[config.mk]
export PLATFORM = sky130hd
export DESIGN_NAME = rfc_regs
export DESIGN_NICKNAME = d
export VERILOG_FILES = /design/src/shared/rfc_pkg.sv /design/src/hdl/rfc_regs.sv
export SDC_FILE = /design/constraint.sdc
export NUM_CORES = 1
export LEC_CHECK = 0
export CAP_MARGIN = 10
export CORE_ASPECT_RATIO = 1.1
export CORE_UTILIZATION = 57
export CTS_CLUSTER_SIZE = 8
export DETAILED_ROUTE_END_ITERATION = 10
export DONT_BUFFER_PORTS = 1
export GPL_TIMING_DRIVEN = 0
export PLACE_DENSITY = 0.75
export SYNTH_ARGS = -nofsm -noshare
export SYNTH_HDL_FRONTEND = slang
export SYNTH_SLANG_ARGS = --single-unit
[constraint.sdc]
create_clock -name ref_clk -period 3.5 [get_ports ref_clk]
set_input_delay 0.875 -clock ref_clk [delete_from_list [all_inputs] [get_ports ref_clk]]
set_output_delay 0.875 -clock ref_clk [all_outputs]
set_load 0.05 [all_outputs]
[src/shared/rfc_pkg.sv]
// Constants, register map and types for the front end and synthesizer
// calibration register bank.
// Assumes a host port core that turns serial transfers into
// single-cycle register read and write strobes.
//
// Contract
// - Level index points into eight-entry amplifier table.
// - Keyed one symbol uses the indexed entry.
// - Keyed zero symbol uses table entry zero.
// - Step entries zero to index for shaping, ramps.
// - Pump calibration stage runs only when enable is one.
// - Pump code is four bits, resets to 1001.
// - Rewritten calibration results are used directly for hopping.
// - Core select one picks high core, zero low.
// - Five-bit oscillator current code, reset 0x0A, writable override.
package rfc_pkg;

   localparam int unsigned ADDR_W = 6;
   localparam int unsigned DATA_W = 8;
   localparam int unsigned TABLE_DEPTH = 8;
   localparam int unsigned LEVEL_W = 3;

   // Register offsets.
   localparam logic [5:0] RX_FRONT_END_TRIM_OFS     = 6'h21;
   localparam logic [5:0] TX_FRONT_END_CONFIG_OFS   = 6'h22;
   localparam logic [5:0] SYNTH_CAL_PUMP_RESULT_OFS = 6'h23;
   localparam logic [5:0] SYNTH_CAL_VCO_RESULT_OFS  = 6'h24;

   // Field positions (low bit of each field).
   localparam int unsigned TX_LO_BUFFER_TRIM_POS     = 4;
   localparam int unsigned TX_LEVEL_INDEX_POS        = 0;
   localparam int unsigned SYNTH_CAL_CONFIG_POS      = 6;
   localparam int unsigned PUMP_CAL_STAGE_ENABLE_POS = 4;
   localparam int unsigned PUMP_CODE_POS             = 0;
   localparam int unsigned CORE_HIGH_SELECT_POS      = 5;
   localparam int unsigned VCO_CODE_POS              = 0;

   // Reset values.
   localparam logic [7:0] RX_FRONT_END_TRIM_RST     = 8'h56;
   localparam logic [1:0] TX_LO_BUFFER_TRIM_RST     = 2'h1;
   localparam logic [2:0] TX_LEVEL_INDEX_RST        = 3'h0;
   localparam logic [1:0] SYNTH_CAL_CONFIG_RST      = 2'h2;
   localparam logic [1:0] PUMP_CAL_STAGE_ENABLE_RST = 2'h2;
   localparam logic [3:0] PUMP_CODE_RST             = 4'h9;
   localparam logic       CORE_HIGH_SELECT_RST      = 1'b0;
   localparam logic [4:0] VCO_CODE_RST              = 5'h0A;

   // Enable value that runs the pump calibration stage.
   localparam logic [1:0] PUMP_CAL_STAGE_ON = 2'h1;

   // Power ramp timing: dwell on each table entry while ramping.
   localparam int unsigned CLK_PERIOD_NS  = 50;
   localparam int unsigned RAMP_STEP_NS   = 1000;
   localparam int unsigned RAMP_STEP_CYC  =
      (RAMP_STEP_NS + CLK_PERIOD_NS - 1) / CLK_PERIOD_NS;
   localparam int unsigned RAMP_TMR_W     = 12;

   typedef enum logic [1:0] {
      RFC_HOLD = 2'b00,
      RFC_UP   = 2'b01,
      RFC_DOWN = 2'b11
   } rfc_ramp_t;

endpackage

[src/hdl/rfc_regs.sv]
// Front end and synthesizer calibration register bank with the
// transmit amplifier level sequencer.
// Assumes register strobes, transmit symbol and burst levels and the
// calibration engine outputs are all synchronous to ref_clk.
`timescale 1ns/10ps
`default_nettype none

module rfc_regs
   import rfc_pkg::*;
#(
   parameter int unsigned RAMP_STEP = RAMP_STEP_CYC
) (
   // Clock and reset.
   input  wire logic                         ref_clk,
   input  wire logic                         rst_n,
   // Register port from the host port core.
   input  wire logic                         reg_wr,
   input  wire logic                         reg_rd,
   input  wire logic [ADDR_W-1:0]            reg_addr,
   input  wire logic [DATA_W-1:0]            reg_wdata,
   output logic      [DATA_W-1:0]            reg_rdata,
   // Amplifier setting table contents, entry i at bits [8*i+7:8*i].
   input  wire logic [TABLE_DEPTH*DATA_W-1:0] amp_setting_table,
   // Transmit control.
   input  wire logic                         tx_active,
   input  wire logic                         tx_keyed_mode,
   input  wire logic                         tx_symbol,
   output logic      [DATA_W-1:0]            amp_setting,
   output logic      [LEVEL_W-1:0]           amp_entry,
   // Synthesizer calibration engine.
   input  wire logic                         cal_done,
   input  wire logic [3:0]                   cal_pump_code,
   input  wire logic [4:0]                   cal_vco_code,
   output logic                              pump_cal_stage_run,
   output logic      [1:0]                   synth_cal_config,
   output logic      [3:0]                   pump_current_code,
   output logic      [4:0]                   vco_current_code,
   output logic                              oscillator_core_high_select,
   // Receive and transmit front end trims.
   output logic      [7:0]                   rx_front_end_trim,
   output logic      [1:0]                   tx_lo_buffer_trim
);

   typedef struct packed {
      logic [7:0]            rx_trim;
      logic [1:0]            tx_lo;
      logic [LEVEL_W-1:0]    tx_level_index;
      logic [1:0]            cal_cfg;
      logic [1:0]            pump_en;
      logic [3:0]            pump_code;
      logic                  core_hi;
      logic [4:0]            vco_code;
      logic [LEVEL_W-1:0]    step;
      rfc_ramp_t             ramp;
      logic [RAMP_TMR_W-1:0] tmr;
      logic [DATA_W-1:0]     rdata;
      logic [DATA_W-1:0]     amp;
   } rfc_state_t;

   rfc_state_t s_q;
   rfc_state_t s_d;

   // Shared write decode for one register offset.
   function automatic logic wr_hit(input logic [ADDR_W-1:0] a, input logic [5:0] ofs);
      wr_hit = (a == ofs);
   endfunction

   // Picks one entry of the amplifier setting table.
   function automatic logic [DATA_W-1:0] table_entry(
      input logic [TABLE_DEPTH*DATA_W-1:0] tbl,
      input logic [LEVEL_W-1:0]            idx);
      table_entry = tbl[idx*DATA_W +: DATA_W];
   endfunction

   logic [LEVEL_W-1:0] target;

   always_comb begin
      s_d = s_q;
      // Where the sequencer is heading: keyed zero rests on entry zero,
      // everything else on the chosen level; outside a burst it falls back.
      if (!tx_active) begin
         target = '0;
      end else if (tx_keyed_mode && !tx_symbol) begin
         target = '0;
      end else begin
         target = s_q.tx_level_index;
      end

      // Register writes. Reserved bits are simply not stored.
      if (reg_wr) begin
         if (wr_hit(reg_addr, RX_FRONT_END_TRIM_OFS)) begin
            s_d.rx_trim = reg_wdata;
         end
         if (wr_hit(reg_addr, TX_FRONT_END_CONFIG_OFS)) begin
            s_d.tx_lo          = reg_wdata[TX_LO_BUFFER_TRIM_POS +: 2];
            s_d.tx_level_index = reg_wdata[TX_LEVEL_INDEX_POS +: LEVEL_W];
         end
         if (wr_hit(reg_addr, SYNTH_CAL_PUMP_RESULT_OFS)) begin
            s_d.cal_cfg   = reg_wdata[SYNTH_CAL_CONFIG_POS +: 2];
            s_d.pump_en   = reg_wdata[PUMP_CAL_STAGE_ENABLE_POS +: 2];
            s_d.pump_code = reg_wdata[PUMP_CODE_POS +: 4];
         end
         if (wr_hit(reg_addr, SYNTH_CAL_VCO_RESULT_OFS)) begin
            s_d.core_hi  = reg_wdata[CORE_HIGH_SELECT_POS];
            s_d.vco_code = reg_wdata[VCO_CODE_POS +: 5];
         end
      end

      // A finished calibration wins over a write in the same cycle, so
      // the freshly found codes are never lost. The pump code only moves
      // when its stage actually ran.
      if (cal_done) begin
         s_d.vco_code = cal_vco_code;
         if (s_q.pump_en == PUMP_CAL_STAGE_ON) begin
            s_d.pump_code = cal_pump_code;
         end
      end

      // Register reads, answered one cycle after the strobe.
      if (reg_rd) begin
         case (reg_addr)
            RX_FRONT_END_TRIM_OFS: begin
               s_d.rdata = s_q.rx_trim;
            end
            TX_FRONT_END_CONFIG_OFS: begin
               s_d.rdata = {2'h0, s_q.tx_lo, 1'b0, s_q.tx_level_index};
            end
            SYNTH_CAL_PUMP_RESULT_OFS: begin
               s_d.rdata = {s_q.cal_cfg, s_q.pump_en, s_q.pump_code};
            end
            SYNTH_CAL_VCO_RESULT_OFS: begin
               s_d.rdata = {2'h0, s_q.core_hi, s_q.vco_code};
            end
            default: begin
               s_d.rdata = 8'h00;
            end
         endcase
      end

      // Level sequencer: one table entry per step period, walking through
      // every entry between zero and the target rather than jumping, which
      // keeps the spectrum clean at burst edges and keyed transitions.
      case (s_q.ramp)
         RFC_HOLD: begin
            s_d.tmr = '0;
            if (target > s_q.step) begin
               s_d.ramp = RFC_UP;
            end else if (target < s_q.step) begin
               s_d.ramp = RFC_DOWN;
            end
         end
         RFC_UP, RFC_DOWN: begin
            if (s_q.tmr >= RAMP_TMR_W'(RAMP_STEP - 1)) begin
               s_d.tmr = '0;
               if (target > s_q.step) begin
                  s_d.step = s_q.step + 3'h1;
               end else if (target < s_q.step) begin
                  s_d.step = s_q.step - 3'h1;
               end
               if (target == s_d.step) begin
                  s_d.ramp = RFC_HOLD;
               end else if (target > s_d.step) begin
                  s_d.ramp = RFC_UP;
               end else begin
                  s_d.ramp = RFC_DOWN;
               end
            end else begin
               s_d.tmr = s_q.tmr + 12'h001;
            end
         end
         default: begin
            s_d.ramp = RFC_HOLD;
            s_d.tmr  = '0;
         end
      endcase

      s_d.amp = table_entry(amp_setting_table, s_d.step);
   end

   always_ff @(posedge ref_clk) begin
      if (!rst_n) begin
         s_q.rx_trim        <= RX_FRONT_END_TRIM_RST;
         s_q.tx_lo          <= TX_LO_BUFFER_TRIM_RST;
         s_q.tx_level_index <= TX_LEVEL_INDEX_RST;
         s_q.cal_cfg        <= SYNTH_CAL_CONFIG_RST;
         s_q.pump_en        <= PUMP_CAL_STAGE_ENABLE_RST;
         s_q.pump_code      <= PUMP_CODE_RST;
         s_q.core_hi        <= CORE_HIGH_SELECT_RST;
         s_q.vco_code       <= VCO_CODE_RST;
         s_q.step           <= '0;
         s_q.ramp           <= RFC_HOLD;
         s_q.tmr            <= '0;
         s_q.rdata          <= 8'h00;
         s_q.amp            <= 8'h00;
      end else begin
         s_q <= s_d;
      end
   end

   assign reg_rdata                   = s_q.rdata;
   assign amp_setting                 = s_q.amp;
   assign amp_entry                   = s_q.step;
   assign pump_cal_stage_run          = (s_q.pump_en == PUMP_CAL_STAGE_ON);
   assign synth_cal_config            = s_q.cal_cfg;
   assign pump_current_code           = s_q.pump_code;
   assign vco_current_code            = s_q.vco_code;
   assign oscillator_core_high_select = s_q.core_hi;
   assign rx_front_end_trim           = s_q.rx_trim;
   assign tx_lo_buffer_trim           = s_q.tx_lo;

endmodule

`default_nettype wire

==> results.py, run 1 <==
metrics = {
    "placement": {
        "place.gp.congestion": 0.8252,
        "dpl.hpwl_um": 6093,
        "dp.cells": 474,
        "io_buffers": 0,
    },
    "cts": {
        "htreeDepth": 3,
        "cts_sinks": 60,
        "cts_root_buffer": "clkbuf_8",
        "cts_buffers": 9,
        "clk_pin_slew_ps": 70,
        "postCtsHoldBufs": 0,
        "clk_latency_ps": 340,
        "clockBufferDepth": 2,
        "cts_tree": "yes",
    },
    "yosys": {
        "yosys_most_used_dff": "dfxtp_1",
        "yosysUniqueCellTypes": 50,
        "yosys_warnings": 0,
        "synth_cells": 391,
        "synth-edff-count": 0,
        "synth.avg_cell_area_sq_um": 9.011,
        "ys_seq_area_frac": 0.3409,
        "async_flop_share": 0,
        "netlist_area_sq_um": 3523,
        "ys_ff_latch": 60,
    },
    "run_status": {
        "status": "finished, final reports clean",
    },
    "final_layout": {
        "n_fill_cell": 515,
        "area_delta_synth_final_pct": 10.65,
        "antenna_cells": 0,
        "final_cell_count_no_fill": 491,
        "most-common-layout-cells": "66 x mux2i_1, 60 x dfxtp_1, 42 x buf_4, 38 x nand2_1, 37 x nor2_1",
        "final_common_cell": "mux2i_1",
        "fin_nets": 512,
        "drive_gt1_frac": 0.2053,
    },
    "run": {
        "drv_cap": 0,
    },
    "worst_setup_path": {
        "timing.rr.start": "s_q[49]",
        "critPathMaxFanout": 5,
        "worst_setup_path_start_kind": "input port",
        "crit_type": "input port to register",
        "required_ps": 3750,
        "cp-end-kind": "register",
        "startpoint": "tx_symbol",
        "cp.arrival_ps": 3650,
    },
    "die": {
        "rows": 29,
        "initial_core_util": 0.5994,
        "die_h_um": 84.46,
        "fp.coreArea_sq_um": 5878,
        "die_width_um": 76.96,
        "die_area_sq_um": 6500,
        "pin_count": 137,
    },
    "timing": {
        "finalSetupViolations": 0,
        "worst_slew_pin_slew_ps": 1015,
        "max_freq_mhz": 294.5,
        "relSlewSlack": 0.3218,
        "fin_crit_sh": 0.9701,
        "finalMaxSlewViolations": 0,
        "fin_crit_ps": 3395,
        "fin_worst_skew_ps": 9.956,
        "whs_ps": 467.8,
        "setup_tns_ps": 0,
        "finalHoldViolCount": 0,
    },
    "grt": {
        "grt_pass1_vias": 2710,
        "grt_overflow": 0,
        "grt_pass1_wl_um": 12700,
        "grt_max_degree": 11,
        "antenna_found_initial": 0,
        "gr-usage-all-layers": 0.2508,
    },
    "pwr": {
        "p_total_w": 0.001432,
        "p_leak_nw": 1.967,
        "peakVddDrop_mv": 0.2638,
        "power_density_nw_per_um2": 367.3,
    },
    "detailed_routing": {
        "wl_um": 8044,
        "drtAntennaViolNets": 0,
        "drc_errors": 0,
        "drtIter0Drc": 135,
        "viasPerCell": 5.739,
        "firstDrtPassIters": 4,
        "avgRoutedWirePerCell_um": 16.38,
        "num_vias": 2818,
    },
    "hold_path": {
        "hold_class": "register to register",
        "hp-start": "s_q[16]",
    },
}
## flip-flops by register name (all words and copies together), names as in the netlist
name,count
s_q,19
amp_setting,8
reg_rdata,8
rx_front_end_trim,8
vco_current_code,5
pump_current_code,4
amp_entry,3
synth_cal_config,2
tx_lo_buffer_trim,2
oscillator_core_high_select,1
## report_power, final
part           switching, W  total, W  internal [W]
Clock              0.000268  0.000608      0.000340
Sequential       0.00000700  0.000704      0.000697
Combinational     0.0000755  0.000120     0.0000444
## cell families after synthesis
kind of cell               share of synthesized area
DFF                                           0.3409
AOI/OAI and AO/OA                             0.1239
buffers and inverters                         0.1275
xor gates and xnor gates                     0.01989
and+or+nand+nor                               0.1463
muxes                                         0.2127
adders and majority gates                    0.02770
other                                       0.001064
## timing repair
action | in CTS | in global routing
setup endpoints to repair | 0 | 1
gates resized for setup | 0 | 2
buffers inserted | 0 | 2
## cells in the mapped netlist, types with 2 or more instances
| cell type | instances | area [sq um] |
|---|---|---|
| buf_2 | 2 | 10.01 |
| a32oi_1 | 3 | 26.28 |
| nor4_1 | 3 | 18.77 |
| xnor2_1 | 6 | 52.55 |
| nor2_1 | 38 | 142.6 |
| clkbuf_1 | 9 | 33.78 |
| inv_1 | 7 | 26.28 |
| nor2b_1 | 2 | 12.51 |
| mux2_2 | 7 | 78.83 |
| nor3b_1 | 2 | 15.01 |
| o21ai_0 | 8 | 40.04 |
| a211oi_1 | 4 | 30.03 |
| nand2_1 | 38 | 142.6 |
| buf_4 | 40 | 300.3 |
| and3_1 | 3 | 18.77 |
| or3_1 | 2 | 12.51 |
| nand3b_1 | 2 | 15.01 |
| xor2_1 | 2 | 17.52 |
| ha_1 | 7 | 87.58 |
| nor3_1 | 4 | 20.02 |
| a21oi_1 | 19 | 95.09 |
| o31ai_1 | 2 | 15.01 |
| dfxtp_1 | 60 | 1201 |
| buf_6 | 5 | 56.30 |
| and2_1 | 5 | 31.28 |
| a22o_1 | 8 | 70.07 |
| a222oi_1 | 5 | 50.05 |
| mux2i_1 | 67 | 670.6 |
| nand3_1 | 10 | 50.05 |
## per-layer routing
metal	vias to the layer above	GRT usage	routed length, um	part of all wire
met4	0	0.1171	187	0.023
met1	1311	0.2884	3324	0.41
met3	19	0.06304	521	0.065
li1	1382	-	-	-
met5	-	0	0	0
met2	106	0.4343	4011	0.50
## metrics by stage
| stage | setup slack, ps | cell area [sq um] | utilization |
|---|---|---|---|
| 6_report | 104.6 | 3899 | 0.6633 |
| 5_1_grt | -65.24 | 3899 | 0.6633 |
| 4_1_cts | 63.84 | 3876 | 0.6594 |
| 3_5_place_dp | -314.2 | 3686 | 0.6271 |
| 3_3_place_gp | -252.0 | 3686 | 0.6271 |
| 2_1_floorplan | 12.04 | 3590 | - |
## critical path, cell delays in order
cell      delay (ps)
nand2b_4         150
and3_4           190
ha_4             260
nand2_1          160
a211oi_2         320
nor2_1           130
nor2_2           170
xnor2_1          140
ha_1             160
inv_1             50
nor2_1           100
nor2_1            50
a41o_2           260
a2111o_1         400
a221oi_1         230
## final cells by class
class | instances | area (sq um) | area share
tap | 77 | 96.34 | 0.02471
timing repair buffer | 2 | 15.01 | 0.003851
clock buffer | 10 | 137.6 | 0.03530
clock inverter | 5 | 52.55 | 0.01348
multi-input combinational | 271 | 1947 | 0.4994
inverter | 9 | 33.78 | 0.008665
sequential | 60 | 1201 | 0.3081
buffer | 57 | 415.4 | 0.1065
## worst paths after layout
kind / end / slack, ps / depth (start not counted)
max: s_q[29] / 100 / 15
min: s_q[16] / 470 / 1
max reg2reg: s_q[29] / 440 / 12
min reg2reg: s_q[16] / 470 / 1
Power figures use the tool's default switching activity.
==> run 2: changes to the inputs <==
--- a/config.mk
+++ b/config.mk
@@ -14,4 +14,5 @@
 export GPL_TIMING_DRIVEN = 0
 export PLACE_DENSITY = 0.75
+export RECOVER_POWER = 25
 export SYNTH_ARGS = -nofsm -noshare
 export SYNTH_HDL_FRONTEND = slang
==> constraint.sdc (replaced) <==
create_clock -name ref_clk -period 3.5 [get_ports ref_clk]
set_input_delay 0.875 -clock ref_clk [delete_from_list [all_inputs] [get_ports ref_clk]]
set_output_delay 0.875 -clock ref_clk [all_outputs]
set_load 0.005 [all_outputs]
==> results.py, run 2 (synthesis gave the netlist of run 1 again) <==
metrics = {
    "run_status": {
        "status": "finished, final reports clean",
    },
    "grt": {
        "grt_max_degree": 11,
        "antenna_found_initial": 0,
        "gr-usage-all-layers": 0.2508,
        "grt_pass1_wl_um": 12700,
        "grt_pass1_vias": 2710,
        "grt_overflow": 0,
    },
    "cts": {
        "cts_buffers": 9,
        "cts_sinks": 60,
        "htreeDepth": 3,
        "cts_tree": "yes",
        "clk_latency_ps": 340,
        "clockBufferDepth": 2,
        "cts_root_buffer": "clkbuf_8",
        "clk_pin_slew_ps": 70,
    },
    "timing": {
        "fin_crit_sh": 0.9683,
        "worst_slew_pin_slew_ps": 867.4,
        "relSlewSlack": 0.4175,
        "max_freq_mhz": 295.1,
        "finalHoldViolCount": 0,
        "setup_tns_ps": 0,
        "setup_ws_ps": 111.1,
        "fin_crit_ps": 3389,
        "finalSetupViolations": 0,
        "fin_worst_skew_ps": 10.53,
        "finalMaxSlewViolations": 0,
    },
    "detailed_routing": {
        "viasPerCell": 5.733,
        "dr_wl_met2_um": 4011,
        "drtAntennaViolNets": 0,
        "firstDrtPassIters": 5,
        "wl_um": 8000,
        "wl_met1_um": 3312,
        "num_vias": 2815,
        "drc_errors": 0,
        "drtIter0Drc": 153,
        "avgRoutedWirePerCell_um": 16.29,
        "routed.top_layer": "met4",
        "wl_met3_um": 505,
    },
    "final_layout": {
        "fin_nets": 512,
        "multi_input_area_sq_um": 1947,
        "design_area_sq_um": 3887,
        "area_delta_synth_final_pct": 10.33,
        "largest-register": "s_q",
        "n_fill_cell": 515,
        "seqCellArea_sq_um": 1201,
        "most-common-layout-cells": "66 x mux2i_1, 60 x dfxtp_1, 38 x nand2_1, 37 x nor2_1, 21 x buf_4",
        "drive_gt1_frac": 0.1981,
        "largest_register_ffs": 19,
        "antenna_cells": 0,
        "final_common_cell": "mux2i_1",
    },
    "worst_setup_path": {
        "critPathMaxFanout": 5,
        "required_ps": 3760,
        "worst_setup_path_start_kind": "input port",
        "cp_slowest_cell": "a2111o_1",
        "rr_worst_depth": 12,
        "cp.arrival_ps": 3640,
        "r2r-end": "s_q[29]",
        "cp-end-kind": "register",
        "worst_path_largest_cell_delay_ps": 400,
        "crit_type": "input port to register",
        "worstPathCellList": "nand2b_4 > and3_4 > ha_4 > nand2_1 > a211oi_2 > nor2_1 > nor2_2 > xnor2_1 > ha_1 > inv_1 > nor2_1 > nor2_1 > a41o_2 > a2111o_1 > a221oi_1",
        "reg2reg_slack_ps": 440,
        "cpMostUsedCell": "nor2_1",
        "timing.rr.start": "s_q[49]",
    },
    "pwr": {
        "p_leak_nw": 1.947,
        "peakVddDrop_mv": 0.2631,
        "p_total_w": 0.001397,
        "power_density_nw_per_um2": 359.3,
    },
    "die": {
        "fp.coreArea_sq_um": 5878,
        "die_h_um": 84.46,
        "pin_count": 137,
        "die_width_um": 76.96,
        "initial_core_util": 0.5994,
        "die_area_sq_um": 6500,
        "rows": 29,
    },
    "placement": {
        "io_buffers": 0,
        "dpl.hpwl_um": 6093,
        "postPlaceCellArea_sq_um": 3686,
        "place.gp.congestion": 0.8252,
        "pre_cts_ws_ps": -314.2,
    },
    "hold_path": {
        "hold_class": "register to register",
        "whs_path_depth": 1,
        "hp-start": "s_q[16]",
        "hold_end": "s_q[16]",
    },
    "run": {
        "drv_cap": 0,
    },
}
==> run 2: cell types whose count changed in the layout (fill, tap and decap cells not counted) <==
cell	change
buf_4	-21
clkbuf_4	+18
clkbuf_1	+3
==> run 2: worst max-delay path, delay by kind of cell <==
| kind | cells | cell delay [ps] |
|---|---|---|
| buffers and inverters | 1 | 50 |
| AND/OR/NAND/NOR | 7 | 950 |
| adder cells (fa/ha/maj) | 2 | 420 |
| AO/OA/AOI/OAI | 4 | 1210 |
| XOR/XNOR | 1 | 140 |
==> run 2: through the flow <==
| stage | std cells | utilization | hold slack, ps |
|---|---|---|---|
| finish | 491 | 0.6613 | 468.3 |
| global route | 491 | 0.6613 | 496.1 |
| CTS | 489 | 0.6594 | 465.4 |
| detailed placement | 474 | 0.6271 | 450.0 |
| global placement | 474 | 0.6271 | 428.3 |
| floorplan | 397 | - | 417.5 |
==> run 2: power by group <==
group / switching (W) / leakage, nW / internal [W] / total [W]
sequential: 0.00000643 / 0.490 / 0.000697 / 0.000703
combinational: 0.0000438 / 1.36 / 0.0000417 / 0.0000855
clock: 0.000268 / 0.0979 / 0.000340 / 0.000608
total: 0.000318 / 1.95 / 0.00108 / 0.00140
==> run 2: routing by layer <==
layer / GRT usage / up-vias
li1: - / 1382
met1: 0.2884 / 1307
met2: 0.4343 / 109
met3: 0.06304 / 17
met4: 0.1171 / 0
met5: 0 / -
==> run 2: layout make-up <==
type | instances | share of cell area
Multi-Input combinational cell | 271 | 0.5008
Timing Repair Buffer | 2 | 0.003862
Clock buffer | 10 | 0.03540
Clock inverter | 5 | 0.01352
Inverter | 9 | 0.008690
Buffer | 57 | 0.1040
Tap cell | 77 | 0.02478
Sequential cell | 60 | 0.3090
==> run 2: what timing repair did <==
| item | 4_1_cts | 5_1_grt |
|---|---|---|
| endpoints found under the hold margin | 0 | 0 |
| resized for setup | 0 | 2 |
| setup buffers | 0 | 2 |
| hold buffers | 0 | 0 |
| setup endpoints to repair | 0 | 1 |
==> run 2: worst max-delay path by stage <==
stage	startpoint	endpoint	slack (ps)	cells after the start
2_1_floorplan	tx_symbol	s_q[29]	10	15
3_3_place_gp	tx_symbol	s_q[29]	-250	15
3_5_place_dp	tx_symbol	s_q[29]	-310	15
4_1_cts	tx_symbol	s_q[29]	60	15
5_1_grt	tx_symbol	s_q[29]	-70	15
6_report	tx_symbol	s_q[29]	110	15
==> run 3: changes to the inputs <==
ABC_AREA = 1   (was default)
CORE_UTILIZATION = 58   (was 57)
PLACE_DENSITY = 0.76   (was 0.75)
==> results.py, run 3 <==
metrics = {
    "yosys": {
        "ys_ff_latch": 60,
        "yosysUniqueCellTypes": 38,
        "synth_area_leaders": "dfxtp_1 33%, nand2_1 16%, buf_4 8.7%",
        "ys_seq_area_frac": 0.3331,
        "synth.largest_area_cell": "dfxtp_1",
        "yosys_most_used_dff": "dfxtp_1",
        "synth.avg_cell_area_sq_um": 6.804,
        "synth_top_family_by_area": "simple AND/OR/NAND/NOR gates",
        "synth_adder_area_share": 0.02429,
        "yosys_warnings": 0,
        "synth-xor-area-share": 0.01492,
        "async_flop_share": 0,
        "netlist_area_sq_um": 3606,
        "synth-simple-area-share": 0.2929,
        "synth-edff-count": 0,
        "yosysTopAreaCellShare": 0.3331,
        "synth_cells": 530,
        "synth.most_common_cell": "nand2_1",
        "synth-compound-area-share": 0.1551,
        "synthMuxAreaShare": 0,
        "synth_common_cells": "152 x nand2_1, 63 x inv_1, 60 x dfxtp_1, 42 x buf_4, 37 x nor2_1",
    },
    "worst_setup_path": {
        "required_ps": 3720,
        "worst_setup_path_start_kind": "input port",
        "crit_type": "input port to register",
        "worst_path_largest_cell_delay_ps": 330,
        "critPathMaxFanout": 10,
        "cp.arrival_ps": 2990,
        "worstPathCellList": "inv_1 > nand2_2 > and3_1 > ha_1 > inv_1 > nor2_1 > nor2_2 > nand2_4 > nand2_4 > xor2_4 > nand2_4 > nand2_4 > buf_6 > buf_8 > nand2_1 > o211ai_1 > nand2_1 > nand2_1 > nand2_1",
        "cp_top_family": "simple AND/OR/NAND/NOR gates",
        "cp_slowest_cell": "ha_1",
        "crit_buf_inv": 4,
        "cp-end-kind": "register",
    },
    "grt": {
        "antenna_found_initial": 0,
        "gr-usage-all-layers": 0.2804,
        "grt_max_degree": 11,
        "grt_overflow": 0,
        "grt_pass1_vias": 3151,
        "grt_pass1_wl_um": 14430,
    },
    "timing": {
        "setup_ws_ps": 723.2,
        "fin_crit_sh": 0.7934,
        "finalSetupViolations": 0,
        "worst_slew_pin_slew_ps": 1078,
        "grt_setup_unrepaired": "no",
        "relSlewSlack": 0.2746,
        "fin_worst_skew_ps": 7.965,
        "max_freq_mhz": 360.1,
        "setup_tns_ps": 0,
        "fin_crit_ps": 2777,
        "finalMaxSlewViolations": 0,
        "finalHoldViolCount": 0,
    },
    "pwr": {
        "power_density_nw_per_um2": 765.6,
        "p_clk_frac": 0.204,
        "combinationalPowerShare": 0.528,
        "p_leak_nw": 1.852,
        "p_seq_frac": 0.268,
        "p_int_w": 0.001721,
        "p_sw_w": 0.001273,
        "p_sw_frac": 0.4253,
        "peakVddDrop_mv": 0.6323,
    },
    "placement": {
        "place.gp.congestion": 0.9104,
        "dpl.hpwl_um": 6930,
        "pre_cts_ws_ps": 375.8,
        "io_buffers": 0,
    },
    "cts": {
        "post_cts_resized": 0,
        "htreeDepth": 3,
        "postCtsHoldBufs": 0,
        "clockBufferDepth": 2,
        "cts_buffers": 9,
        "clk_latency_ps": 330,
        "cts_sinks": 60,
        "cts_tree": "yes",
        "clk_pin_slew_ps": 70,
        "post_cts_buffers": 0,
        "cts_root_buffer": "clkbuf_8",
    },
    "die": {
        "pin_count": 137,
        "rows": 29,
        "initial_core_util": 0.6135,
        "die_width_um": 77.18,
        "die_h_um": 84.70,
        "die_area_sq_um": 6537,
        "fp.coreArea_sq_um": 5878,
    },
    "detailed_routing": {
        "num_vias": 3380,
        "viasPerCell": 5.374,
        "avgRoutedWirePerCell_um": 14.10,
        "dr_wl_met2_um": 4342,
        "wl_um": 8866,
        "drc_errors": 0,
        "drtIter0Drc": 220,
        "wl_met1_um": 3470,
        "drtAntennaViolNets": 0,
        "routed.top_layer": "met4",
        "wl_met3_um": 841,
        "firstDrtPassIters": 5,
    },
    "hold_path": {
        "hold_class": "register to register",
    },
    "final_layout": {
        "most-common-layout-cells": "152 x nand2_1, 63 x inv_1, 60 x dfxtp_1, 37 x nor2_1, 27 x o21ai_0",
        "largest_register_ffs": 19,
        "drive_gt1_frac": 0.1486,
        "area_delta_synth_final_pct": 8.466,
        "largest-register": "s_q",
        "fin_nets": 649,
        "final_common_cell": "nand2_1",
        "antenna_cells": 0,
    },
    "run": {
        "drv_cap": 0,
    },
    "run_status": {
        "status": "finished, final reports clean",
    },
}
## run 3: cell count changes after synthesis, moves of 7 or more
cell      before  now
a21oi_1       19   26
a22o_1         8    0
inv_1          7   63
mux2_2         7    0
mux2i_1       67    0
nand2_1       38  152
nand3_1       10   26
o211ai_1       0   23
o21ai_0        8   27
## run 3: kinds of logic (layout without fill, tap and decap cells)
logic type                 Yosys count  in the layout
other                                1              7
adders and majority gates            7              7
buffers and inverters              121            137
DFF                                 60             60
AOI/OAI and AO/OA                   94             94
and+or+nand+nor                    243            243
xor gates and xnor gates             4              4
## run 3: per-layer routing
metal  up-vias  GRT usage
li1       1698          -
met1      1480     0.3205
met2       180     0.4980
met3        22    0.06739
met4         0     0.1132
met5         -          0
## run 3: final cells by class
class | instances | area, sq um
fill | 542 | 1967
multi-input combinational | 355 | 1783
sequential | 60 | 1201
buffer | 55 | 389.1
inverter | 66 | 247.7
clock buffer | 12 | 145.1
tap | 77 | 96.34
clock inverter | 4 | 48.80
## run 3: path summary, 6_finish.rpt
check | slack, ps | start | cells past startpoint | endpoint
worst min register to register | 450 | s_q[16] | 1 | s_q[16]
worst min-delay path | 450 | s_q[16] | 1 | s_q[16]
worst max register to register | 1040 | s_q[49] | 17 | amp_setting[4]
worst max-delay path | 720 | tx_symbol | 19 | amp_setting[4]
## run 3: worst reg2reg max path, delay by kind of cell, from the launching register on
family	cells	cell delay (ps)
compound gates	1	70
xor+xnor	1	190
fa+ha+maj	1	330
buf+inv	3	360
flops	1	330
simple gates	11	1070
## run 3: stage by stage
stage,area (sq um),hold WS (ps),std cells,total power [W],utilization
global placement,3725,432.0,613,0.002361,0.6337
CTS,3919,450.0,629,0.003009,0.6667
detailed placement,3725,434.5,613,0.002402,0.6337
finish,3911,447.2,629,0.002994,0.6654
floorplan,3628,417.5,536,0.002098,-
global route,3911,458.3,629,0.003254,0.6654
## run 3: power by group through the flow
stage | sequential [W] | combinational [W] | clock [W]
2_1_floorplan | 0.000805 | 0.00129 | 0
3_3_place_gp | 0.000817 | 0.00154 | 0
3_5_place_dp | 0.000818 | 0.00158 | 0
4_1_cts | 0.000804 | 0.00159 | 0.000617
5_1_grt | 0.000811 | 0.00179 | 0.000651
6_report | 0.000802 | 0.00158 | 0.000610
